$ cat src/timer8_cfg.svh
// Constants for the 8-bit compare and waveform timer
`ifndef TIMER8_CFG_SVH
`define TIMER8_CFG_SVH

`define ADDR_W          3
`define OFS_CTRL        3'h0
`define OFS_COUNT       3'h1
`define OFS_COMPARE     3'h2
`define OFS_FLAGS       3'h3
`define OFS_PORT        3'h4

`define CTRL_MODE_LSB   0
`define CTRL_ACT_LSB    2
`define CTRL_PRESC_LSB  4
`define CTRL_FORCE_BIT  7
`define FLAG_OVF_BIT    0
`define FLAG_MATCH_BIT  1
`define PORT_VAL_BIT    0
`define PORT_DIR_BIT    1

`define COUNT_RST       8'h00
`define COMPARE_RST     8'h00
`define COUNT_MAX       8'hFF
`define COUNT_BOTTOM    8'h00
`define COUNT_STEP      8'h01

`define PRESC_W         10
`define PRESC_RST       10'h000
`define PRESC_STEP      10'h001
`define PRESC_MASK_8    10'h007
`define PRESC_MASK_64   10'h03F
`define PRESC_MASK_256  10'h0FF
`define PRESC_MASK_1024 10'h3FF

`endif

$ cat src/timer8_pkg.sv
// Types for the 8-bit compare and waveform timer
package timer8_pkg;

  typedef enum logic [1:0] {
    MODE_NORMAL         = 2'h0,
    MODE_PHASE_PWM      = 2'h1,
    MODE_CLEAR_ON_MATCH = 2'h2,
    MODE_FAST_PWM       = 2'h3
  } mode_t;

  typedef enum logic [1:0] {
    ACT_NONE   = 2'h0,
    ACT_TOGGLE = 2'h1,
    ACT_CLEAR  = 2'h2,
    ACT_SET    = 2'h3
  } action_t;

  typedef enum logic [2:0] {
    PRESC_STOP    = 3'h0,
    PRESC_DIV1    = 3'h1,
    PRESC_DIV8    = 3'h2,
    PRESC_DIV64   = 3'h3,
    PRESC_DIV256  = 3'h4,
    PRESC_DIV1024 = 3'h5
  } prescale_t;

endpackage

$ cat src/timer8_compare_waveform_unit.sv
// 8-bit timer with one compare channel and waveform output
`timescale 1ns/100ps
`default_nettype none
`include "timer8_cfg.svh"

module timer8_compare_waveform_unit
  import timer8_pkg::*;
(
  input  wire logic               ref_clk,
  input  wire logic               reset_n,
  input  wire logic               clk_en,
  input  wire logic [`ADDR_W-1:0] addr,
  input  wire logic [7:0]         wdata,
  input  wire logic               wr_en,
  input  wire logic               rd_en,
  output var  logic [7:0]         rdata,
  output var  logic               pin_out,
  output var  logic               pin_oe,
  output var  logic               overflow_flag,
  output var  logic               match_flag
);

  mode_t                 waveform_mode_select;
  action_t               output_action_select;
  prescale_t             prescale_select;
  logic [7:0]            count_value;
  logic [7:0]            compare_value;
  logic [7:0]            compare_buffer;
  logic                  compare_output_state;
  logic                  port_value;
  logic                  pin_direction_bit;
  logic                  match_blocked;
  logic [`PRESC_W-1:0]   prescale_count;

  logic                  ctrl_wr;
  logic                  count_wr;
  logic                  compare_wr;
  logic                  flags_wr;
  logic                  port_wr;
  logic                  timer_tick;
  logic                  is_pwm;
  logic                  match_hit;
  logic                  wrap;
  logic                  force_match_strobe;
  logic [7:0]            next_count;
  logic                  next_state;
  logic [7:0]            read_mux;

  // Tick once every (mask + 1) enabled clocks
  function automatic logic prescale_hit(prescale_t sel, logic [`PRESC_W-1:0] cnt);
    logic hit;
    hit = 1'b0;
    case (sel)
      PRESC_DIV1:    hit = 1'b1;
      PRESC_DIV8:    hit = (cnt & `PRESC_MASK_8) == `PRESC_MASK_8;
      PRESC_DIV64:   hit = (cnt & `PRESC_MASK_64) == `PRESC_MASK_64;
      PRESC_DIV256:  hit = (cnt & `PRESC_MASK_256) == `PRESC_MASK_256;
      PRESC_DIV1024: hit = (cnt & `PRESC_MASK_1024) == `PRESC_MASK_1024;
      default:       hit = 1'b0;
    endcase
    return hit;
  endfunction

  // Set, clear or toggle as a match does outside the PWM modes
  function automatic logic action_result(action_t act, logic cur);
    logic res;
    res = cur;
    case (act)
      ACT_TOGGLE: res = ~cur;
      ACT_CLEAR:  res = 1'b0;
      ACT_SET:    res = 1'b1;
      default:    res = cur;
    endcase
    return res;
  endfunction

  // Address decode; a frozen clock enable drops the access
  always_comb begin
    ctrl_wr    = 1'b0;
    count_wr   = 1'b0;
    compare_wr = 1'b0;
    flags_wr   = 1'b0;
    port_wr    = 1'b0;
    if (clk_en && wr_en) begin
      if (addr == `OFS_CTRL) begin
        ctrl_wr = 1'b1;
      end else if (addr == `OFS_COUNT) begin
        count_wr = 1'b1;
      end else if (addr == `OFS_COMPARE) begin
        compare_wr = 1'b1;
      end else if (addr == `OFS_FLAGS) begin
        flags_wr = 1'b1;
      end else if (addr == `OFS_PORT) begin
        port_wr = 1'b1;
      end
    end
  end

  always_comb begin
    read_mux = 8'h00;
    if (addr == `OFS_CTRL) begin
      read_mux[`CTRL_MODE_LSB +: 2]  = waveform_mode_select;
      read_mux[`CTRL_ACT_LSB +: 2]   = output_action_select;
      read_mux[`CTRL_PRESC_LSB +: 3] = prescale_select;
    end else if (addr == `OFS_COUNT) begin
      read_mux = count_value;
    end else if (addr == `OFS_COMPARE) begin
      read_mux = compare_buffer;
    end else if (addr == `OFS_FLAGS) begin
      read_mux[`FLAG_OVF_BIT]   = overflow_flag;
      read_mux[`FLAG_MATCH_BIT] = match_flag;
    end else if (addr == `OFS_PORT) begin
      read_mux[`PORT_VAL_BIT] = port_value;
      read_mux[`PORT_DIR_BIT] = pin_direction_bit;
    end
  end

  always_ff @(posedge ref_clk or negedge reset_n) begin
    if (!reset_n) begin
      rdata <= 8'h00;
    end else if (clk_en) begin
      rdata <= rd_en ? read_mux : 8'h00;
    end
  end

  // Control register; action select takes effect with no buffering
  always_ff @(posedge ref_clk or negedge reset_n) begin
    if (!reset_n) begin
      waveform_mode_select <= MODE_NORMAL;
      output_action_select <= ACT_NONE;
      prescale_select      <= PRESC_STOP;
    end else if (ctrl_wr) begin
      waveform_mode_select <= mode_t'(wdata[`CTRL_MODE_LSB +: 2]);
      output_action_select <= action_t'(wdata[`CTRL_ACT_LSB +: 2]);
      prescale_select      <= prescale_t'(wdata[`CTRL_PRESC_LSB +: 3]);
    end
  end

  always_ff @(posedge ref_clk or negedge reset_n) begin
    if (!reset_n) begin
      port_value        <= 1'b0;
      pin_direction_bit <= 1'b0;
    end else if (port_wr) begin
      port_value        <= wdata[`PORT_VAL_BIT];
      pin_direction_bit <= wdata[`PORT_DIR_BIT];
    end
  end

  // Prescaler runs free on every enabled clock
  always_ff @(posedge ref_clk or negedge reset_n) begin
    if (!reset_n) begin
      prescale_count <= `PRESC_RST;
    end else if (clk_en) begin
      prescale_count <= prescale_count + `PRESC_STEP;
    end
  end

  assign timer_tick = clk_en && prescale_hit(prescale_select, prescale_count);

  assign is_pwm = (waveform_mode_select == MODE_FAST_PWM) ||
                  (waveform_mode_select == MODE_PHASE_PWM);

  assign match_hit = timer_tick && (count_value == compare_value) && !match_blocked;

  assign wrap = timer_tick && (count_value == `COUNT_MAX);

  // Force acts only outside the PWM modes
  assign force_match_strobe = ctrl_wr && wdata[`CTRL_FORCE_BIT] && !is_pwm;

  always_comb begin
    next_count = count_value;
    case (waveform_mode_select)
      MODE_CLEAR_ON_MATCH: begin
        // Only an exact match clears; a missed top runs on to the wrap
        next_count = match_hit ? `COUNT_BOTTOM : count_value + `COUNT_STEP;
      end
      MODE_FAST_PWM: begin
        next_count = count_value + `COUNT_STEP;
      end
      default: begin
        next_count = count_value + `COUNT_STEP;
      end
    endcase
  end

  // Software write wins over counting
  always_ff @(posedge ref_clk or negedge reset_n) begin
    if (!reset_n) begin
      count_value <= `COUNT_RST;
    end else if (count_wr) begin
      count_value <= wdata;
    end else if (timer_tick) begin
      count_value <= next_count;
    end
  end

  // Blocks the compare match on the first tick after a count write, even while stopped
  always_ff @(posedge ref_clk or negedge reset_n) begin
    if (!reset_n) begin
      match_blocked <= 1'b0;
    end else if (count_wr) begin
      match_blocked <= 1'b1;
    end else if (timer_tick) begin
      match_blocked <= 1'b0;
    end
  end

  // Buffered in PWM modes, reloaded when the count wraps
  always_ff @(posedge ref_clk or negedge reset_n) begin
    if (!reset_n) begin
      compare_buffer <= `COMPARE_RST;
      compare_value  <= `COMPARE_RST;
    end else begin
      if (compare_wr) begin
        compare_buffer <= wdata;
      end
      if (compare_wr && !is_pwm) begin
        compare_value <= wdata;
      end else if (is_pwm && wrap) begin
        compare_value <= compare_wr ? wdata : compare_buffer;
      end
    end
  end

  always_comb begin
    next_state = compare_output_state;
    if (force_match_strobe) begin
      next_state = action_result(output_action_select, compare_output_state);
    end else if (waveform_mode_select == MODE_FAST_PWM) begin
      // Bottom wins when both fall in one tick, so max compare holds level
      if (match_hit && output_action_select == ACT_CLEAR) begin
        next_state = 1'b0;
      end else if (match_hit && output_action_select == ACT_SET) begin
        next_state = 1'b1;
      end
      if (wrap && output_action_select == ACT_CLEAR) begin
        next_state = 1'b1;
      end else if (wrap && output_action_select == ACT_SET) begin
        next_state = 1'b0;
      end
    end else if (waveform_mode_select != MODE_PHASE_PWM && match_hit) begin
      next_state = action_result(output_action_select, compare_output_state);
    end
  end

  // Mode changes never touch this register
  always_ff @(posedge ref_clk or negedge reset_n) begin
    if (!reset_n) begin
      compare_output_state <= 1'b0;
    end else if (clk_en) begin
      compare_output_state <= next_state;
    end
  end

  // Hardware set wins over a software clear in the same cycle
  always_ff @(posedge ref_clk or negedge reset_n) begin
    if (!reset_n) begin
      overflow_flag <= 1'b0;
    end else if (wrap) begin
      overflow_flag <= 1'b1;
    end else if (flags_wr && wdata[`FLAG_OVF_BIT]) begin
      overflow_flag <= 1'b0;
    end
  end

  always_ff @(posedge ref_clk or negedge reset_n) begin
    if (!reset_n) begin
      match_flag <= 1'b0;
    end else if (match_hit) begin
      match_flag <= 1'b1;
    end else if (flags_wr && wdata[`FLAG_MATCH_BIT]) begin
      match_flag <= 1'b0;
    end
  end

  // Pin override and driver enable
  always_ff @(posedge ref_clk or negedge reset_n) begin
    if (!reset_n) begin
      pin_out <= 1'b0;
      pin_oe  <= 1'b0;
    end else if (clk_en) begin
      pin_out <= (output_action_select != ACT_NONE) ? compare_output_state
                                                    : port_value;
      pin_oe  <= pin_direction_bit;
    end
  end
endmodule

`default_nettype wire

$ cat config.mk
export PLATFORM = sky130hd
export DESIGN_NAME = timer8_compare_waveform_unit
export DESIGN_NICKNAME = d
export VERILOG_FILES = /design/src/timer8_pkg.sv /design/src/timer8_compare_waveform_unit.sv
export VERILOG_INCLUDE_DIRS = /design/src
export SDC_FILE = /design/constraint.sdc
export NUM_CORES = 1
export LEC_CHECK = 0
export BUFFER_PORTS_ARGS = -buffer_cell sky130_fd_sc_hd__clkbuf_2
export CAP_MARGIN = 0
export CORE_MARGIN = 4
export CORE_UTILIZATION = 39
export DETAILED_ROUTE_END_ITERATION = 16
export GPL_ROUTABILITY_DRIVEN = 1
export PLACE_DENSITY = 0.58
export SLEW_MARGIN = 5
export SYNTH_ARGS = -nofsm -noshare
export SYNTH_HDL_FRONTEND = slang
export SYNTH_SLANG_ARGS = --single-unit
$ cat constraint.sdc
create_clock -name ref_clk -period 4.11 [get_ports ref_clk]
set_input_delay 0.411 -clock ref_clk [delete_from_list [all_inputs] [get_ports ref_clk]]
set_output_delay 0.411 -clock ref_clk [all_outputs]
set_load 0.01 [all_outputs]
## Word level (Yosys, flattened, before mapping)

Cells that the tools add are included.

- $add $sub $neg: 2
- Equal/unequal tests: 23
- Mux-type cells: 51
- Bitwise operators: 1
- Reductions and logical operators: 27

Operators by type and width:

| operator | number |
|---|---|
| 8-bit 2-to-1 mux | 9 |
| 1-bit 2-to-1 mux | 35 |
| 8-bit == test (second input constant) | 2 |
| 1-bit logical AND | 16 |
| 3-bit by 2-bit == test with 1-bit output (second input constant) | 4 |
| 3-bit == test (second input constant) | 4 |
| 10-bit by 1-bit adder with 10-bit output (second input constant) | 1 |
| 10-bit == test (second input constant) | 1 |
| 2-bit nonzero test | 5 |
| 8-bit by 1-bit adder with 8-bit output (second input constant) | 1 |
| 2-bit == test (second input constant) | 4 |
| 8-bit == test | 1 |
| 7-bit 2-to-1 mux | 1 |
| 3-bit by 1-bit == test with 1-bit output (second input constant) | 2 |
| 6-bit == test (second input constant) | 1 |
| 2-bit 2-to-1 mux | 3 |
| 6-bit 2-to-1 mux | 1 |
| 6-bit by 2-bit != test with 1-bit output (second input constant) | 1 |
| 1-bit one-hot mux with 5 select lines | 1 |
| 2-bit by 1-bit == test with 1-bit output (second input constant) | 2 |
| 3-bit logical NOT | 1 |
| 1-bit one-hot mux with 3 select lines | 1 |
| 3-bit AND reduction | 1 |
| 3-bit nonzero test | 1 |
| other kinds (4) | 5 |

- Bits in registers: 57
- Input port bits: 16
- Output and inout port bits: 12
- Logic and storage cells: 120

## Depth between registers and ports, before layout

Gate-level depths: netlist of run 1.

- Word-level depth: 12
- Mapped depth: 9
- Gate-level depth less buffers: 8

## Worst setup path after synthesis of run 1

No wires, ideal clock.

- Path kind: reg-to-reg
- Start: register prescale_count[0]
- End: register compare_value[0]
- Arrival: 2.141 ns
- Slack: 1.844 ns
- Stages on the path, launching flop included: 9
- Path buffers: 0
- Period minus slack after synthesis: 2.266 ns
- Cell sequence: dfrtp_1 -> ha_1 -> ha_1 -> a211o_1 -> nand3_1 -> o22ai_4 -> and2_4 -> mux2i_4 -> mux2_4

- Cells in the longest elaborated chain, start to end: 6
- Elaborated cells on any way between the ends: 9
- Classes of those cells: 4 x eq/ne; 1 x mux; 4 x reduce/logical

Ends and longest elaborated chain:

| item | RTL line | source |
|---|---|---|
| start: declaration | timer8_compare_waveform_unit.sv:33 | `` logic [`PRESC_W-1:0] prescale_count; `` |
| start signal: assignment | timer8_compare_waveform_unit.sv:152 | `` prescale_count <= `PRESC_RST; `` |
| start signal: assignment | timer8_compare_waveform_unit.sv:154 | `` prescale_count <= prescale_count + `PRESC_STEP; `` |
| 10-bit == test (no line) (tied with other cells) | n/a |  |
| 1-bit one-hot mux with 5 select lines (*) | timer8_compare_waveform_unit.sv:53 | `case (sel)` |
| 1-bit logical AND (*) | timer8_compare_waveform_unit.sv:158 | `assign timer_tick = clk_en && prescale_hit(prescale_select, prescale_count);` |
| 1-bit logical AND (*) | timer8_compare_waveform_unit.sv:165 | `` assign wrap = timer_tick && (count_value == `COUNT_MAX); `` |
| 1-bit logical AND (*) | timer8_compare_waveform_unit.sv:219 | `end else if (is_pwm && wrap) begin` |
| 2-bit nonzero test (no line) (*) | n/a |  |
| end signal: assignment | timer8_compare_waveform_unit.sv:212 | `` compare_value <= `COMPARE_RST; `` |
| end signal: assignment | timer8_compare_waveform_unit.sv:218 | `compare_value <= wdata;` |
| end signal: assignment | timer8_compare_waveform_unit.sv:220 | `compare_value <= compare_wr ? wdata : compare_buffer;` |
| end: declaration | timer8_compare_waveform_unit.sv:27 | `logic [7:0] compare_value;` |

Every way passes the cells marked *; elsewhere a longest branch is shown, timed or not.
A chain may end at the register's enable or synchronous reset.

## Worst setup path after layout of run 1

- Start: register prescale_count[0]
- End: register compare_value[5]

Same word-level chain as after synthesis.

==> results of run 1 <==
-- final timing paths --
check	start	endpoint	slack [ps]	depth (start not counted)
max in group asynchronous	reset_n	count_value[5]$_DFFE_PN0P_	3430	2
max reg2reg	prescale_count[0]$_DFFE_PN0P_	compare_value[5]$_DFFE_PN0P_	1590	8
min in group ref_clk	wdata[4]	count_value[4]$_DFFE_PN0P_	350	2
min reg2reg	prescale_count[9]$_DFFE_PN0P_	prescale_count[9]$_DFFE_PN0P_	480	1
min	reset_n	prescale_count[6]$_DFFE_PN0P_	220	2
max	prescale_count[0]$_DFFE_PN0P_	compare_value[5]$_DFFE_PN0P_	1590	8
-- power by group --
group | internal [mW] | leakage, nW | switching [mW] | total, mW
Combinational | 0.255 | 0.684 | 0.236 | 0.491
Clock | 0.329 | 0.107 | 0.219 | 0.548
Sequential | 0.714 | 0.722 | 0.183 | 0.896
Total | 1.30 | 1.51 | 0.638 | 1.94
-- kinds of logic after synthesis --
| family | count (synthesis) |
|---|---|
| xor gates and xnor gates | 17 |
| adders and majority gates | 3 |
| buffers and inverters | 20 |
| and+or+nand+nor | 77 |
| DFF | 57 |
| muxes | 33 |
| AOI/OAI and AO/OA | 57 |
-- state kept, by name, indices dropped and copies added, names as in the netlist, 2 cells and up --
signal	flops
output_action_select	2
compare_buffer	8
count_value	8
prescale_select	3
compare_value	8
prescale_count	10
waveform_mode_select	2
rdata	8
-- metrics by stage --
| stage | total power, mW | worst slack (ps) | instances | hold WS, ps | utilization (%) |
|---|---|---|---|---|---|
| finish | 1.94 | 1590 | 399 | 219 | 46.2 |
| global route | 2.07 | 1450 | 399 | 282 | 46.2 |
| CTS | 1.95 | 1570 | 399 | 248 | 46.2 |
| detailed placement | 1.40 | 1580 | 383 | 470 | 43.4 |
| global placement | 1.38 | 1650 | 383 | 467 | 43.4 |
| floorplan | 1.24 | 1840 | 264 | 115 | - |
-- metal layers --
layer,routed length (um),GRT usage [%],vias up,share of wire [%]
li1,-,-,1034,-
met1,3200,22.1,1031,49
met2,3040,24.7,40,46
met3,207,4.54,11,3.2
met4,103,5.17,0,1.6
met5,0,0,-,0
-- area by class of cell --
type / count / share of cell area [%]
Clock buffer: 14 / 5.12
Clock inverter: 2 / 1.04
Inverter: 12 / 1.34
Multi-Input combinational cell: 187 / 42.3
Sequential cell: 57 / 42.3
Tap cell: 99 / 3.67
Timing Repair Buffer: 28 / 4.23
-- critical path: stages, from the launching register on --
cell     delay (ps)
dfrtp_1         420
ha_1            270
ha_1            200
a211o_1         300
nand3_1         130
o22ai_4         170
and2_4          190
mux2i_4         390
mux2_4          340
-- cell usage in the layout (no fill, tap or decap), types with 2 or more instances in the layout --
cell type / n
nor2_1: 16
clkbuf_2: 27
inv_1: 12
o31ai_1: 2
o21ai_0: 13
o22ai_1: 10
nand3b_1: 3
and3_1: 5
nand2_1: 15
a31oi_1: 5
nand3_1: 13
nor3b_1: 3
xnor2_1: 7
nor2b_1: 3
nand2b_1: 3
xor2_1: 10
o22a_1: 2
nand4_1: 5
mux2_2: 22
nand4b_1: 2
a21oi_1: 6
clkbuf_1: 2
a22oi_1: 4
mux2_4: 8
o2bb2ai_1: 5
clkbuf_8: 12
dfrtp_1: 57
ha_1: 3
and4_1: 3
==> run_results.csv, run 1 <==
group,metric,value,unit
sta,max_slew_margin,52.8,%
sta,period_share,61.4,%
yosys,seq_area_frac_synth,48.7,%
sta,hold_violations,0,
layout,areaGrowthSynthToFinish,15.1,%
yosys,synth_nets,283,
clock_network,path_clk_slew,70,ps
layout,nNetsFinal,314,
layout,num-fill-cells,724,
yosys,synth_xor_area_share,5.08,%
worst_setup_path,required,4320,ps
yosys,synth_cell_types,48,
clock_network,h-tree-depth,3,
floorplanning,core_area,7290,sq um
drt,viasPerCell,5.30,
floorplanning,start_util,40.2,%
yosys,avgSynthCellArea,11.1,sq um
clock_network,cts_resized,0,
sta,setup_viol,0,
yosys,synth_top_family_by_area,"simple AND/OR/NAND/NOR gates",
floorplanning,die_y,94.7,um
global_routing,first_global_vias,2155,
sta,fin_worst_skew,8.80,ps
sta,min_period,2520,ps
sta,setup_tns,0,ps
yosys,synth_common_cells,"dfrtp_1, mux2_2, nor2_1, nand2_1",
global_routing,overflow,0,
global_routing,track_usage,16.1,%
clock_network,cts_tree,"built",
clock_network,insertion_delay,340,ps
clock_network,cts_root_buf,"clkbuf_8",
yosys,post_synth_and_or_nand_nor_area_fraction,14.8,%
drt,wire_per_inst,16.4,um
placed_design,port_buffers,27,
placed_design,placed_area,3160,sq um
layout,insertedDiodeCount,0,
yosys,ys_async_sr_fraction,100,%
worst_setup_path,path_class,"flop to flop",
drt,drt_wl_total,6550,um
floorplanning,dieWidth,94.7,um
yosys,synth_largest_area_cell,"dfrtp_1",
yosys,netlist_area,2930,sq um
yosys,synthAdderAreaFrac,1.28,%
worst_setup_path,critPathMaxFanout,17,
sta,tightestPinTransition,708,ps
clock_network,numCtsBuffers,9,
hold_path,hold_class,"primary input to async pin",
drt,drt_first_pass_iters,4,
global_routing,antenna_found_initial,0,
yosys,synth-main-ff-cell,"dfrtp_1",
sta,rsz0062_at_grt,"no",
drt,drcViolationCount,0,
clock_network,clockBufferDepth,2,
status,status,"finished, final reports clean",
worst_setup_path,crit_arrival,2740,ps
flow_run,cap_violations,0,
clock_network,postCtsHoldBufs,0,
yosys,ys_seq_elements,57,
layout,drive_gt1_share,26.3,%
yosys,synth_edf_count,0,
clock_network,clock_sinks,57,
floorplanning,rows,31,
worst_setup_path,cp-start-kind,"flop",
clock_network,cts_setup_buffers,0,
yosys,synth_area_leaders,"dfrtp_1, mux2_2, mux2_4",
yosys,ys_warn_count,0,
yosys,post-synth-top-count-cell,"dfrtp_1",
power_and_ir_drop,irDropWorstVdd,0.000226,V
global_routing,grt_max_degree,58,
floorplanning,pin_count,28,
power_and_ir_drop,p_leak,1.51,nW
yosys,muxShareOfSynthArea,14.0,%
yosys,synth_compound_area_share,13.5,%
drt,antenna_left,0,
layout,regArea,1430,sq um
worst_setup_path,endpoint_kind,"flop",
yosys,synth_top_area_share,48.7,%
sta,slew_violations,0,
placed_design,gp_congestion,0.817,
placed_design,dpl.hpwl,4680,um
global_routing,grt_pass1_wl,11000,um
floorplanning,dieArea,8960,sq um
yosys,synthCells,264,
drt,via_count,2116,
power_and_ir_drop,power_density,574,nW/um^2
sta,max_clock_freq,0.396,GHz
layout,final_area,3370,sq um
drt,drt_iter0_drc,98,
layout,multiInputGateArea,1430,sq um
Note: power is estimated with default switching activity, not from simulation.
==> run 2, diff against run 1 <==
==> constraint.sdc (replaced) <==
create_clock -name ref_clk -period 2.4 [get_ports ref_clk]
set_input_delay 0.24 -clock ref_clk [delete_from_list [all_inputs] [get_ports ref_clk]]
set_output_delay 0.24 -clock ref_clk [all_outputs]
set_load 0.01 [all_outputs]
==> run_results.csv, run 2 (synthesis results as in run 1) <==
group,metric,value,unit
status,status,"finished, final reports clean",
clock_network,cts_resized,0,
floorplanning,core_area,7290,sq um
floorplanning,die_y,94.7,um
worst_setup_path,endpoint_kind,"flop",
sta,tightestPinTransition,729,ps
layout,largest-register,"prescale_count",
layout,layout_commonest_cell,"dfrtp_1",
layout,drive_gt1_share,29.1,%
clock_network,h-tree-depth,3,
clock_network,postCtsHoldBufs,0,
sta,min_period,2240,ps
clock_network,numCtsBuffers,9,
layout,insertedDiodeCount,0,
worst_setup_path,required,2620,ps
power_and_ir_drop,power_density,930,nW/um^2
sta,slew_violations,0,
global_routing,track_usage,16.9,%
drt,drt_first_pass_iters,4,
drt,via_count,2164,
global_routing,grt_max_degree,58,
clock_network,cts_tree,"built",
sta,setup_tns,0,ps
global_routing,overflow,0,
layout,nNetsFinal,324,
power_and_ir_drop,p_sw_share,34.4,%
global_routing,antenna_found_initial,0,
power_and_ir_drop,p_leak,1.55,nW
drt,antenna_left,0,
sta,max_clock_freq,0.446,GHz
placed_design,port_buffers,27,
power_and_ir_drop,power_frac_clock,23.8,%
clock_network,path_clk_slew,60,ps
drt,drcViolationCount,0,
sta,period_share,93.4,%
power_and_ir_drop,power_switching,1.09,mW
layout,fin_util,46.8,%
clock_network,clockBufferDepth,2,
worst_setup_path,crit_chain,"ha_2 > ha_1 > a211o_1 > nand3_1 > o22ai_4 > and2_4 > mux2i_4 > buf_12 > mux2_4",
drt,viasPerCell,5.30,
global_routing,grt_pass1_wl,11300,um
hold_path,hold_class,"primary input to async pin",
clock_network,cts_root_buf,"clkbuf_8",
global_routing,first_global_vias,2197,
floorplanning,dieArea,8960,sq um
floorplanning,start_util,40.2,%
layout,multiInputGateArea,1430,sq um
worst_setup_path,cp-start-kind,"flop",
power_and_ir_drop,p_int,2.08,mW
sta,setup_viol,0,
placed_design,gp_congestion,0.816,
worst_setup_path,slowest_delay,410,ps
worst_setup_path,worst-r2r-setup-slack,160,ps
layout,num-fill-cells,723,
clock_network,cts_setup_buffers,0,
layout,regArea,1430,sq um
power_and_ir_drop,seq_power_share,47.6,%
power_and_ir_drop,irDropWorstVdd,0.000391,V
drt,drt_wl_total,6670,um
power_and_ir_drop,combPwrFrac,28.5,%
sta,max_slew_margin,51.4,%
drt,drt_iter0_drc,118,
sta,rsz0062_at_grt,"no",
worst_setup_path,critical_path.top_delay_family,"multiplexers",
worst_setup_path,slowest_stage,"dfrtp_1",
layout,largest_reg_flops,10,
sta,hold_violations,0,
placed_design,dpl.hpwl,4750,um
floorplanning,pin_count,28,
layout,layout_common_cells,"dfrtp_1, clkbuf_2, mux2_2, nor2_1, nand2_1",
worst_setup_path,path_class,"flop to flop",
drt,wire_per_inst,16.4,um
worst_setup_path,crit_arrival,2460,ps
worst_setup_path,critPathMaxFanout,8,
sta,fin_worst_skew,5.70,ps
layout,areaGrowthSynthToFinish,16.6,%
floorplanning,rows,31,
flow_run,cap_violations,0,
floorplanning,dieWidth,94.7,um
worst_setup_path,cp_num_buf_inv,1,
clock_network,clock_sinks,57,
clock_network,insertion_delay,330,ps
==> run 2: cell types whose count changed in the layout (fill, tap and decap cells not counted), sizes merged <==
cell,previous run,this run
buf,1,11
bufinv,1,0
clkbuf,41,38
clkinv,1,4
==> run 2: final timing paths <==
check | startpoint | end | cells after the start
min reg2reg | prescale_count[8]$_DFFE_PN0P_ | prescale_count[8]$_DFFE_PN0P_ | 1
max reg2reg | prescale_count[0]$_DFFE_PN0P_ | compare_value[4]$_DFFE_PN0P_ | 9
max | prescale_count[0]$_DFFE_PN0P_ | compare_value[4]$_DFFE_PN0P_ | 9
max in group asynchronous | reset_n | compare_value[0]$_DFFE_PN0P_ | 2
min | reset_n | rdata[6]$_DFFE_PN0P_ | 2
min in group ref_clk | rd_en | rdata[0]$_DFFE_PN0P_ | 3
==> run 2: worst reg2reg max path, delay by kind of cell (launching register included) <==
family | cells | cell delay (ps)
fa+ha+maj | 2 | 420
compound gates | 2 | 390
mux | 2 | 460
buf+inv | 1 | 160
simple gates | 2 | 280
flops | 1 | 410
==> run 2: area by class of cell <==
class	count	area share, %
Sequential cell	57	41.8
Timing Repair Buffer	38	6.74
Multi-Input combinational cell	187	41.8
Clock buffer	11	4.14
Clock inverter	4	0.586
Inverter	12	1.32
Tap cell	99	3.63
==> run 2: metal layers <==
metal | vias to the layer above | global-route usage (%) | part of all wire, %
met5 | - | 0 | 0
met4 | 0 | 7.33 | 1.9
met2 | 39 | 25.0 | 45
li1 | 1053 | - | -
met1 | 1059 | 23.5 | 50
met3 | 13 | 4.14 | 3.8
==> run 2: power groups by stage <==
stage                     sequential, mW  clock, mW  combinational, mW
after floorplan                     1.45          0              0.672
after global placement              1.52          0              0.896
after detailed placement            1.53          0              0.909
after CTS                           1.51      0.785              0.912
after global routing                1.56      0.837               1.02
final                               1.51      0.757              0.906
==> run 2: metrics by stage <==
stage               cell area (sq um)  worst slack, ps  cells  total power [mW]  hold WS (ps)
finish                           3420              157    408              3.18          45.1
global route                     3420             59.6    408              3.42           117
CTS                              3410             97.3    408              3.21          79.3
detailed placement               3250              105    393              2.43           438
global placement                 3250              153    393              2.41           439
floorplan                        2930              134    264              2.13         -55.6
